File: src/tpc_defines.svh
`ifndef TPC_DEFINES_SVH
`define TPC_DEFINES_SVH

// register offsets (word indices on the plain port)
`define TPC_ADDR_W 4
`define TPC_OFF_CONTROL 4'h0
`define TPC_OFF_PRESCALE_LOW 4'h1
`define TPC_OFF_PRESCALE_HIGH 4'h2
`define TPC_OFF_PERIOD_LOW 4'h3
`define TPC_OFF_PERIOD_HIGH 4'h4
`define TPC_OFF_COUNTER_LOW 4'h5
`define TPC_OFF_COUNTER_HIGH 4'h6
`define TPC_OFF_IRQ_STATUS 4'h7
`define TPC_OFF_IRQ_MASK 4'h8

// control register fields
`define TPC_CTL_RELOAD_BIT 5
`define TPC_CTL_STOP_BIT 4
`define TPC_CTL_IE_BIT 14

// prescaler register fields
`define TPC_PS_COUNT_MSB 15
`define TPC_PS_COUNT_LSB 8
`define TPC_PS_DIV_MSB 7
`define TPC_PS_DIV_LSB 0

// reset values
`define TPC_RST_DIVIDE 16'h0000
`define TPC_RST_PRESCALE 16'h0000
`define TPC_RST_PERIOD 32'hffff_ffff
`define TPC_RST_COUNTER 32'hffff_ffff

// interrupt status bits
`define TPC_IRQ_ZERO_BIT 0

`endif

File: src/tpc_pkg.sv
package tpc_pkg;
  typedef logic [15:0] tpc_half_t;
  typedef logic [31:0] tpc_word_t;
endpackage

File: src/tpc_prescaler.sv
`include "tpc_defines.svh"

module tpc_prescaler
  import tpc_pkg::*;
(
  input wire logic mclk_in,
  input wire logic srst_in,
  input wire logic run_in,
  input wire logic reload_in,
  input wire tpc_half_t divide_in,
  output tpc_half_t count_out,
  output logic tick_out
);

  typedef struct packed {
    tpc_half_t count;
  } tpc_ps_state_t;

  tpc_ps_state_t state;
  tpc_ps_state_t next_state;

  // ****************************************************
  // prescale counter
  // ****************************************************

  // tick when the counter sits at zero while running
  assign tick_out = run_in && (state.count == 16'h0000) && !reload_in;
  assign count_out = state.count;

  // next counter value
  always_comb
  begin
    next_state = state;
    if (reload_in)
    begin
      next_state.count = divide_in;
    end
    else if (run_in)
    begin
      if (state.count != 16'h0000)
      begin
        next_state.count = state.count - 16'h0001;
      end
      else
      begin
        // reload after zero; divide read only here and on a reload request, so a new value waits
        next_state.count = divide_in;
      end
    end
  end

  // state register
  always_ff @(posedge mclk_in)
  begin
    if (srst_in)
    begin
      state.count <= `TPC_RST_PRESCALE;
    end
    else
    begin
      state <= next_state;
    end
  end

endmodule

File: src/tpc_timer.sv
// Added by the designer: strobed register access and the placing of the registers.
`include "tpc_defines.svh"

module tpc_timer
  import tpc_pkg::*;
(
  input wire logic mclk_in,
  input wire logic srst_in,
  input wire logic [`TPC_ADDR_W-1:0] addr_in,
  input wire logic [15:0] wdata_in,
  input wire logic wr_in,
  input wire logic rd_in,
  output logic [15:0] rdata_out,
  output logic running_out,
  output logic zero_pulse_out,
  output logic irq_out
);

  // all state of the block except the prescaler count in one struct
  typedef struct packed {
    logic stop;
    logic int_enable;
    tpc_half_t divide;
    tpc_word_t period;
    tpc_word_t counter;
    logic zero_status;
    logic zero_mask;
    logic zero_pulse;
    logic [15:0] rdata;
  } tpc_state_t;

  tpc_state_t state;
  tpc_state_t next_state;
  // prescaler taps and decoded strobes
  tpc_half_t ps_count;
  logic ps_tick;
  logic wr_ctl;
  logic reload_req;
  logic reach_zero;

  // ****************************************************
  // write decode
  // ****************************************************

  assign wr_ctl = wr_in && (addr_in == `TPC_OFF_CONTROL);
  assign reload_req = wr_ctl && wdata_in[`TPC_CTL_RELOAD_BIT];
  // counter arrives at zero on a prescaler tick decrementing from one
  assign reach_zero = ps_tick && !reload_req && (state.counter == 32'h0000_0001);

  // ****************************************************
  // prescaler
  // ****************************************************

  // divide ratio is value plus one
  tpc_prescaler u_prescaler (
    .mclk_in(mclk_in),
    .srst_in(srst_in),
    .run_in(!state.stop),
    .reload_in(reload_req),
    .divide_in(state.divide),
    .count_out(ps_count),
    .tick_out(ps_tick)
  );

  // ****************************************************
  // next state
  // ****************************************************

  // register writes, counting, flags and read mux
  always_comb
  begin
    next_state = state;
    next_state.zero_pulse = 1'b0;
    next_state.rdata = 16'h0000;

    // ************************************************
    // main counter
    // ************************************************

    // main counter decrement on prescaler tick
    // reload wins over a tick landing in the same cycle
    if (reload_req)
    begin
      next_state.counter = state.period;
    end
    else if (ps_tick)
    begin
      // a count at zero starts the next period
      // decrement main counter; wraps by reload from period at zero
      if (state.counter == 32'h0000_0000)
      begin
        next_state.counter = state.period;
      end
      else
      begin
        next_state.counter = state.counter - 32'h0000_0001;
      end
    end

    // one-cycle pulse as the count lands on zero
    if (reach_zero)
    begin
      next_state.zero_pulse = 1'b1;
    end

    // ************************************************
    // register writes
    // ************************************************

    // register writes; reserved control bits are simply dropped
    if (wr_in)
    begin
      case (addr_in)
        `TPC_OFF_CONTROL:
        begin
          next_state.stop = wdata_in[`TPC_CTL_STOP_BIT];
          next_state.int_enable = wdata_in[`TPC_CTL_IE_BIT];
        end

        `TPC_OFF_PRESCALE_LOW:
        begin
          next_state.divide[7:0] = wdata_in[`TPC_PS_DIV_MSB:`TPC_PS_DIV_LSB];
        end

        `TPC_OFF_PRESCALE_HIGH:
        begin
          next_state.divide[15:8] = wdata_in[`TPC_PS_DIV_MSB:`TPC_PS_DIV_LSB];
        end

        `TPC_OFF_PERIOD_LOW:
        begin
          // no atomic latch; stop before rewriting period
          next_state.period[15:0] = wdata_in;
        end

        `TPC_OFF_PERIOD_HIGH:
        begin
          // upper period half
          next_state.period[31:16] = wdata_in;
        end

        `TPC_OFF_IRQ_MASK:
        begin
          // mask bit for zero event
          next_state.zero_mask = wdata_in[`TPC_IRQ_ZERO_BIT];
        end

        // counter and status are read only here
        default:
        begin
          next_state.stop = state.stop;
        end
      endcase
    end

    // ************************************************
    // read mux
    // ************************************************

    // read mux; data presented the cycle after the strobe
    if (rd_in)
    begin
      case (addr_in)
        `TPC_OFF_CONTROL:
        begin
          // stop flag visible, reload bit reads zero
          next_state.rdata[`TPC_CTL_STOP_BIT] = state.stop;
          next_state.rdata[`TPC_CTL_IE_BIT] = state.int_enable;
        end

        `TPC_OFF_PRESCALE_LOW:
        begin
          next_state.rdata = {ps_count[7:0], state.divide[7:0]};
        end

        `TPC_OFF_PRESCALE_HIGH:
        begin
          next_state.rdata = {ps_count[15:8], state.divide[15:8]};
        end

        `TPC_OFF_PERIOD_LOW:
        begin
          // lower period half
          next_state.rdata = state.period[15:0];
        end

        `TPC_OFF_PERIOD_HIGH:
        begin
          // upper period half
          next_state.rdata = state.period[31:16];
        end

        `TPC_OFF_COUNTER_LOW:
        begin
          // halves may tear while running
          next_state.rdata = state.counter[15:0];
        end

        `TPC_OFF_COUNTER_HIGH:
        begin
          // upper counter half
          next_state.rdata = state.counter[31:16];
        end

        `TPC_OFF_IRQ_STATUS:
        begin
          // value before the clear below
          next_state.rdata[`TPC_IRQ_ZERO_BIT] = state.zero_status;
        end

        `TPC_OFF_IRQ_MASK:
        begin
          // mask readback
          next_state.rdata[`TPC_IRQ_ZERO_BIT] = state.zero_mask;
        end

        // unmapped words read zero
        default:
        begin
          next_state.rdata = 16'h0000;
        end
      endcase
    end

    // ************************************************
    // interrupt status
    // ************************************************

    // sticky status: read clears, but a new event wins over the clear
    if (rd_in && (addr_in == `TPC_OFF_IRQ_STATUS))
    begin
      next_state.zero_status = 1'b0;
    end
    if (reach_zero && state.int_enable)
    begin
      next_state.zero_status = 1'b1;
    end
  end

  // ****************************************************
  // state register
  // ****************************************************

  always_ff @(posedge mclk_in)
  begin
    if (srst_in)
    begin
      // stop flag cleared, timer runs out of reset
      state.stop <= 1'b0;
      state.int_enable <= 1'b0;
      state.divide <= `TPC_RST_DIVIDE;

      // period and counter start at all ones
      state.period <= `TPC_RST_PERIOD;
      state.counter <= `TPC_RST_COUNTER;

      // interrupt side idle
      state.zero_status <= 1'b0;
      state.zero_mask <= 1'b0;
      state.zero_pulse <= 1'b0;
      // read data idle
      state.rdata <= 16'h0000;
    end
    else
    begin
      state <= next_state;
    end
  end

  // ****************************************************
  // outputs
  // ****************************************************

  // read data straight from the flip-flop
  assign rdata_out = state.rdata;
  // run status is the inverse of the stop flag
  assign running_out = !state.stop;
  // registered, one cycle wide
  assign zero_pulse_out = state.zero_pulse;
  // level interrupt while unmasked status set
  assign irq_out = state.zero_status && state.zero_mask;

endmodule

File: config.mk
export PLATFORM = sky130hd
export DESIGN_NAME = tpc_timer
export DESIGN_NICKNAME = d
export VERILOG_FILES = /design/src/tpc_pkg.sv /design/src/tpc_prescaler.sv /design/src/tpc_timer.sv
export VERILOG_INCLUDE_DIRS = /design/src /design/src/src
export SDC_FILE = /design/constraint.sdc
export NUM_CORES = 1
export LEC_CHECK = 0
export BUFFER_PORTS_ARGS = -buffer_cell sky130_fd_sc_hd__buf_2
export CORE_MARGIN = 2
export CORE_UTILIZATION = 45
export DETAILED_ROUTE_END_ITERATION = 12
export SYNTH_ARGS = -nofsm -noshare
export SYNTH_HDL_FRONTEND = slang
export SYNTH_SLANG_ARGS = --single-unit
File: constraint.sdc
create_clock -name mclk_in -period 3.4 [get_ports mclk_in]
set_input_delay 0.68 -clock mclk_in [delete_from_list [all_inputs] [get_ports mclk_in]]
set_output_delay 0.68 -clock mclk_in [all_outputs]
set_load 0.05 [all_outputs]
# Yosys cells after proc, flatten, opt, wreduce, memory -nomap -nowiden
# Index checks and enable logic that the tools add are counted.
# Widths: inputs -> output; s select.
# word_totals
regBits	117
inputBits	24
out_inout_bits	19
wordCells	64
# classes
add_sub_neg	2
n_eq_ne	10
muxes	15
bitwise	1
reduce_logical	24
# ops
operator	count
$mux 32	3
$pmux 9 s6	1
$mux 16	3
$eq 32x1->1 const B	1
$logic_not 32->1	1
$sub 32x1->32 const B	1
$pmux 3 s6	1
$eq 4x3->1 const B	4
$logic_not 16->1	1
$reduce_bool 16->1	1
$sub 16x1->16 const B	1
$pmux 1 s7	2
$reduce_and 2->1	6
$logic_and 1x1->1	9
$eq 4x2->1 const B	2
$pmux 1 s8	1
$pmux 1 s6	1
$eq 4x1->1 const B	1
$eq 4x4->1 const B	1
$logic_not 4->1	1
$reduce_bool 2->1	2
$mux 1	3
$logic_not 1->1	2
$ne 2x1->1 const B	1
2 further kinds	2

# Longest topological paths before layout
# Gate-level depths: netlist of run 1.
# logic_depth
depth_word	9
depth_mapped	10
depth_no_buf	8

# Cells and area by module
# A second synthesis of run 1 with hierarchy kept.
# hier_totals
hier_cells	782
hier_area_um2	6098.3
# by_module_without_submodules
mod	instances	cells_per_inst	area_each_um2	seq_area_each_um2
tpc_timer	1	645	5016.1	2021.9
tpc_prescaler	1	137	1082.3	320.3

# Worst setup path after synthesis of run 1
# OpenSTA, ideal clock, no wires.
# synth_path
path_kind	input-to-reg
from	input port addr_in[0]
to	register u_prescaler.state (netlist bit u_prescaler.count_out[12])
setup_ns	0.116
t_arrival_ns	2.275
required_ns	3.284
path_slack_ns	1.009
cell_stages	8
n_path_buf	3
cell_sequence	buf_2 > nor2_1 > nand4b_1 > clkbuf_1 > nand2_1 > clkbuf_1 > o21ai_0 > a31o_2
# synth_via
elab_chain_cells	4
# synth_rtl
element	line	text
from (decl)	tpc_timer.sv:9	input wire logic [`TPC_ADDR_W-1:0] addr_in,
$logic_not 4->1 (*)	-	
$logic_and 1x1->1 (*)	tpc_timer.sv:45	assign wr_ctl = wr_in && (addr_in == `TPC_OFF_CONTROL);
$logic_and 1x1->1 (*)	tpc_timer.sv:46	assign reload_req = wr_ctl && wdata_in[`TPC_CTL_RELOAD_BIT];
$ne 2x1->1 (no line) / $mux 16 (equally long branches)	-	
to (signal assigned)	tpc_prescaler.sv:61	state <= next_state;
to (decl)	tpc_prescaler.sv:19	tpc_ps_state_t state;
# Mark *: on every way between the ends. The rest lies on a longest branch, timed or not.
# A chain may end at the register's enable or synchronous reset.

# Worst setup path after layout of run 1
# layout_path
from	register state[27] (netlist name)
to	register state[49] (netlist name)
# layout_via
elab_chain_cells	4
# layout_rtl
element	line	text
from (decl)	tpc_timer.sv:32	tpc_state_t state;
from (signal assigned)	tpc_timer.sv:266	state <= next_state;
$sub 32x1->32 / $logic_not 32->1 (equally long branches)	tpc_timer.sv:96, tpc_timer.sv:90	
$mux 32 (*)	tpc_timer.sv:90	if (state.counter == 32'h0000_0000)
$mux 32 (*)	tpc_timer.sv:86	else if (ps_tick)
$mux 32 (*)	tpc_timer.sv:82	if (reload_req)
# Mark *: on every way between the ends. The rest lies on a longest branch, timed or not. The select of a mux whose other input is x is not followed.

==> results of run 1 <==
Yosys cell counts (all sizes together) (3+ instances only):
library cell  number  share of area (%)
or4                3               0.43
ha                 4               0.82
o32a               5               0.86
nand3             88                7.2
mux2               4               0.74
o31ai              4               0.49
or3                5               0.51
nand2            114                7.2
o22ai              5               0.51
mux2i              3               0.49
a21o               6               0.74
o21ai             42                3.6
nand2b             6               0.74
nand4             12                1.2
a222oi             3               0.49
a21oi             38                3.3
a211oi             4               0.49
dfxtp            117                 38
nor3              35                3.4
a22oi             49                6.0
buf               28                3.3
and3               5               0.51
a31oi             22                2.3
inv               10               0.62
a31o               4               0.57
o211ai             5               0.62
clkbuf            38                2.3
and2               8               0.86
nor4              13                1.6
a221oi             6               0.86
nor2              54                3.3
logic make-up after synthesis:
family                     Yosys count  share of synthesized area (%)
xor gates and xnor gates             2                          0.287
muxes                                7                           1.23
buffers and inverters               76                           6.22
and+or+nand+nor                    356                           28.8
AOI/OAI and AO/OA                  216                           24.3
DFF                                117                           38.4
adders and majority gates            4                          0.821
layout by cell type, fill, tap and decap left out, types with 6 or more instances in the layout:
cell type  netlist  layout
dfxtp_1        117     117
a21o_1           6       6
nand2_1        112     112
a31oi_1         22      22
buf_2            9      42
clkbuf_16        0      17
inv_1            9       9
a21oi_1         37      37
nor3_2           4       8
o21ai_0         39      38
nand4_1         12      12
nor2_1          54      54
and2_1           6       6
nand3_1         88      88
nor4_1          12      12
nor3_1          30      26
buf_4           16      26
a22oi_1         49      49
a221oi_1         6       6
routing by layer:
metal | vias up | track usage [%] | wire [µm]
met4 | 0 | 16.5 | 1050
li1 | 2928 | - | -
met3 | 62 | 7.55 | 2210
met2 | 425 | 51.5 | 10700
met1 | 3142 | 44.1 | 9760
met5 | - | 0 | 0
metrics by stage:
step,utilization (%),power [µW],instances,hold WS (ps),cell area [µm²]
3_3_place_gp,48.3,2860,956,464,6400
5_1_grt,52.5,4820,986,490,6960
2_1_floorplan,-,2530,778,431,6100
3_5_place_dp,48.3,2880,956,466,6400
4_1_cts,52.5,4590,986,474,6960
6_report,52.5,4620,986,474,6960
sequential cells by signal, indices dropped and copies added, names as in the netlist:
signal and cells:
rdata_out 16, state 84, u_prescaler.count_out 16, zero_pulse_out 1
worst paths after layout:
check | end | start | cells after the start
worst max-delay path | state[49] | state[27] | 6
worst min-delay path | state[18] | state[99] | 2
worst max register to register | state[49] | state[27] | 6
worst min register to register | state[18] | state[99] | 2
power by group through the flow:
stage	combinational, µW	sequential (µW)	clock (µW)
after detailed placement	1210	1670	0
final	1250	1660	1710
after CTS	1220	1640	1720
after global routing	1360	1660	1790
after floorplan	929	1600	0
after global placement	1190	1660	0
critical path: stages (launching register included):
cell and delay, ps:
dfxtp_1 380, nor3_1 590, nand4_1 510, nor3_2 470
nand3_1 300, o32a_1 350, a21o_1 150
cell type report:
cell class              count  area, µm²
fillers                  1342       6290
inverters                  10       37.5
clock buffers              20        447
multi-input cells         585       3400
flip-flops and latches    117       2340
well taps                 176        220
clock inverters            10        109
repair buffers             68        405
==> impl_metrics.yaml, run 1 <==
clock_tree:
  cts_tree: "built"
  clk_pin_slew_ps: 50
  cts_root_buf: "clkbuf_16"
  clock_sinks: 117
  h-tree-depth: 4
  cts_resized: 0
  ctsHoldBuffers: 0
  cts_setup_buffers: 0
  clockBufferDepth: 2
  numCtsBuffers: 17
  clkLatencyLatePin_ps: 420
power:
  p_switching_uw: 1610
  vdd_drop_max_mv: 0.389
  p_seq_share_pct: 35.8
  clkPwrFrac_pct: 37.1
  p_leak_uw: 0.00258
  intPower_uw: 3010
  power_density_nw_per_um2: 664
  pwr-share-comb_pct: 27.1
  p_sw_share_pct: 34.9
sta:
  rsz0062_at_grt: "false"
  skew_ps: 4.72
  maxSlewViolCount: 0
  post-route-min-period_ps: 2860
  fin_ws_ps: 542
  fin_crit_sh_pct: 84.1
  slew_headroom_pct: 27.1
  max_freq_mhz: 350
  fin_tns_setup_ps: 0
  setup_viol: 0
  worst_pin_slew_ps: 1080
  finalHoldViolCount: 0
synth:
  synth_fp_nets: 806
  synth_edf_count: 0
  syn_avg_cell_area_um2: 7.84
  async_flop_share_pct: 0
  ys_seq_area_share_pct: 38.4
  yosysWarnings: 0
  synth-seq-cells: 117
  ys.flop_type: "dfxtp_1"
  yosysUniqueCellTypes: 76
  netlist_area_um2: 6100
  synthCells: 778
route:
  viasPerCell: 6.65
  ant_nets: 0
  drc_errors: 0
  wirelength_um: 23700
  drt_iter0_drc: 778
  first_pass_iters: 7
  wire_per_inst_um: 24.0
  via_count: 6557
die:
  fp.dieH_um: 120
  io_pins: 43
  coreArea_um2: 13200
  die_w_um: 120
  rows: 42
  start_util_pct: 46.0
  die_area_um2: 14500
final_layout:
  syn_to_final_growth_pct: 14.1
  diodes: 0
  drive_gt1_share_pct: 15.8
  nets: 827
global_route:
  grt_usage_pct: 33.4
  antenna_found_initial: 0
  grt_pass1_wl_um: 36400
  grt_max_degree: 51
  gr-total-overflow: 0
  grt_pass1_vias: 6162
placement:
  port_buffers: 42
  post-place-ws_ps: 625
  dp_hpwl_um: 16700
  gp_congestion: 0.959
run:
  cap_viol_max_count: 0
worst_setup_path:
  r2r_setup_slack_ps: 540
  startpoint_type: "flip-flop"
  endpoint_kind: "flip-flop"
  crit_arrival_ps: 3170
  critPathKind: "reg2reg"
  cp.required_ps: 3720
  path_max_fanout: 9
worst_hold_path:
  worstHoldPathType: "reg2reg"
outcome:
  outcome: "finished, final reports clean"
Note: power is estimated with default switching activity, not from simulation.
==> run 2, diff against run 1 <==
==> constraint.sdc (replaced) <==
create_clock -name mclk_in -period 2.5 [get_ports mclk_in]
set_input_delay 0.5 -clock mclk_in [delete_from_list [all_inputs] [get_ports mclk_in]]
set_output_delay 0.5 -clock mclk_in [all_outputs]
set_load 0.05 [all_outputs]
==> impl_metrics.yaml, run 2 (synthesis results as in run 1) <==
placement:
  dp_hpwl_um: 17500
  post-place-ws_ps: 73.3
  port_buffers: 42
  gp_congestion: 1.01
  post_dp_cell_area_um2: 6790
power:
  clkPwrFrac_pct: 38.2
  p_switching_uw: 2270
  pwr-share-comb_pct: 29.3
  p_leak_uw: 0.00290
  power_density_nw_per_um2: 906
  p_sw_share_pct: 33.6
  p_seq_share_pct: 32.5
  intPower_uw: 4490
  vdd_drop_max_mv: 0.499
global_route:
  grt_max_degree: 51
  antenna_found_initial: 0
  grt_usage_pct: 33.4
  grt_pass1_vias: 6292
  gr-total-overflow: 0
  grt_pass1_wl_um: 36500
sta:
  skew_ps: 8.84
  slew_headroom_pct: 49.0
  fin_crit_sh_pct: 100
  fin_tns_setup_ps: -3.71
  worst_pin_slew_ps: 762
  maxSlewViolCount: 0
  rsz0062_at_grt: "true"
  max_freq_mhz: 399
  fin_ws_ps: -3.71
  post-route-min-period_ps: 2500
  setup_viol: 1
  finalHoldViolCount: 0
worst_setup_path:
  reg2regPathDepth: 8
  r2r_setup_slack_ps: -4
  worstSetupStartpoint: "state[28]"
  path_max_fanout: 8
  critPathKind: "reg2reg"
  endpoint_kind: "flip-flop"
  reg2reg_to: "state[46]"
  crit_arrival_ps: 2850
  startpoint_type: "flip-flop"
  worstSetupEndpoint: "state[46]"
  rr_startpoint: "state[28]"
  cp.required_ps: 2850
final_layout:
  stdcell_area_um2: 7460
  syn_to_final_growth_pct: 22.4
  largest_reg_flops: 84
  final_common_cell: "dfxtp_1"
  drive_gt1_share_pct: 21.0
  diodes: 0
  fillers: 1298
  regMostFlops: "state"
  nets: 879
  final_cell_mix: "dfxtp_1, nand2_1, nand3_1"
clock_tree:
  numCtsBuffers: 17
  h-tree-depth: 4
  cts_tree: "built"
  clockBufferDepth: 2
  clk_pin_slew_ps: 50
  clock_sinks: 117
  clkLatencyLatePin_ps: 420
  cts_root_buf: "clkbuf_16"
die:
  die_w_um: 120
  coreArea_um2: 13200
  fp.dieH_um: 120
  rows: 42
  die_area_um2: 14500
  start_util_pct: 46.0
  io_pins: 43
outcome:
  violations: "negative setup slack"
  outcome: "finished, violations left"
route:
  via_count: 6694
  wirelength_um: 24000
  drt_iter0_drc: 834
  ant_nets: 0
  first_pass_iters: 5
  viasPerCell: 6.44
  wire_per_inst_um: 23.1
  drc_errors: 0
worst_hold_path:
  hold_depth: 3
  worstHoldPathType: "in2reg"
run:
  cap_viol_max_count: 0
-- run 2: changes by cell type in the layout (fill, tap and decap cells not counted) --
| cell | before | now |
|---|---|---|
| clkinvlp_4 | 2 | 1 |
| buf_12 | 0 | 3 |
| nor3b_2 | 1 | 0 |
| nand2_8 | 0 | 1 |
| clkbuf_1 | 2 | 3 |
| nand2_4 | 1 | 0 |
| bufinv_16 | 2 | 4 |
| buf_4 | 26 | 75 |
| clkbuf_8 | 1 | 2 |
| nand3_2 | 0 | 1 |
| nand3_1 | 88 | 87 |
| nor3b_4 | 0 | 1 |
| clkinv_2 | 5 | 3 |
-- run 2: power groups by stage --
| stage | Combinational [µW] | Clock (µW) | Sequential, µW |
|---|---|---|---|
| final | 1980 | 2580 | 2200 |
| after global routing | 2130 | 2690 | 2210 |
| after CTS | 1930 | 2600 | 2190 |
| after detailed placement | 1910 | 0 | 2220 |
| after global placement | 1910 | 0 | 2220 |
| after floorplan | 1260 | 0 | 2180 |
-- run 2: what timing repair did --
item / in CTS / in global routing
gates resized for setup: 0 / 3
setup endpoints to repair: 0 / 5
hold buffers: 0 / 0
buffers inserted: 0 / 4
hold endpoints to repair: 0 / 0
-- run 2: final cells by class --
class / instances / area [µm²] / share of cell area (%)
Clock inverter: 9 / 151 / 2.03
Timing Repair Buffer: 120 / 833 / 11.2
Inverter: 10 / 37.5 / 0.503
Sequential cell: 117 / 2340 / 31.4
Tap cell: 176 / 220 / 2.95
Multi-Input combinational cell: 585 / 3420 / 45.8
Clock buffer: 22 / 464 / 6.22
-- run 2: routing by layer --
layer | part of all wire (%) | vias to the layer above | track usage, %
met2 | 45 | 366 | 51.4
met5 | 0 | - | 0
li1 | - | 3035 | -
met4 | 4.5 | 0 | 17.4
met3 | 8.9 | 66 | 6.79
met1 | 42 | 3227 | 44.1
-- run 2: stage by stage --
| step | utilization (%) | hold WS, ps | instances | power, µW |
|---|---|---|---|---|
| floorplan | - | 431 | 778 | 3440 |
| global placement | 51.2 | 463 | 1004 | 4130 |
| detailed placement | 51.2 | 460 | 1004 | 4140 |
| CTS | 55.9 | 296 | 1035 | 6710 |
| global route | 56.4 | 315 | 1039 | 7030 |
| finish | 56.4 | 303 | 1039 | 6760 |
-- run 2: worst min-delay path by stage --
stage,start,slack [ps],end
after floorplan,state[54],430,state[22]
after global placement,state[99],460,state[18]
after detailed placement,state[99],460,state[18]
after CTS,wdata_in[10],300,state[61]
after global routing,wdata_in[10],310,state[61]
final,wdata_in[10],300,state[61]
-- run 2: worst max-delay path, cell delays in order (launching register included) --
cell and delay (ps):
dfxtp_1 360, nor3_1 400, buf_4 210, nand3_1 130
or4_4 630, buf_4 210, and3_1 170, mux2i_1 150
o32a_1 180
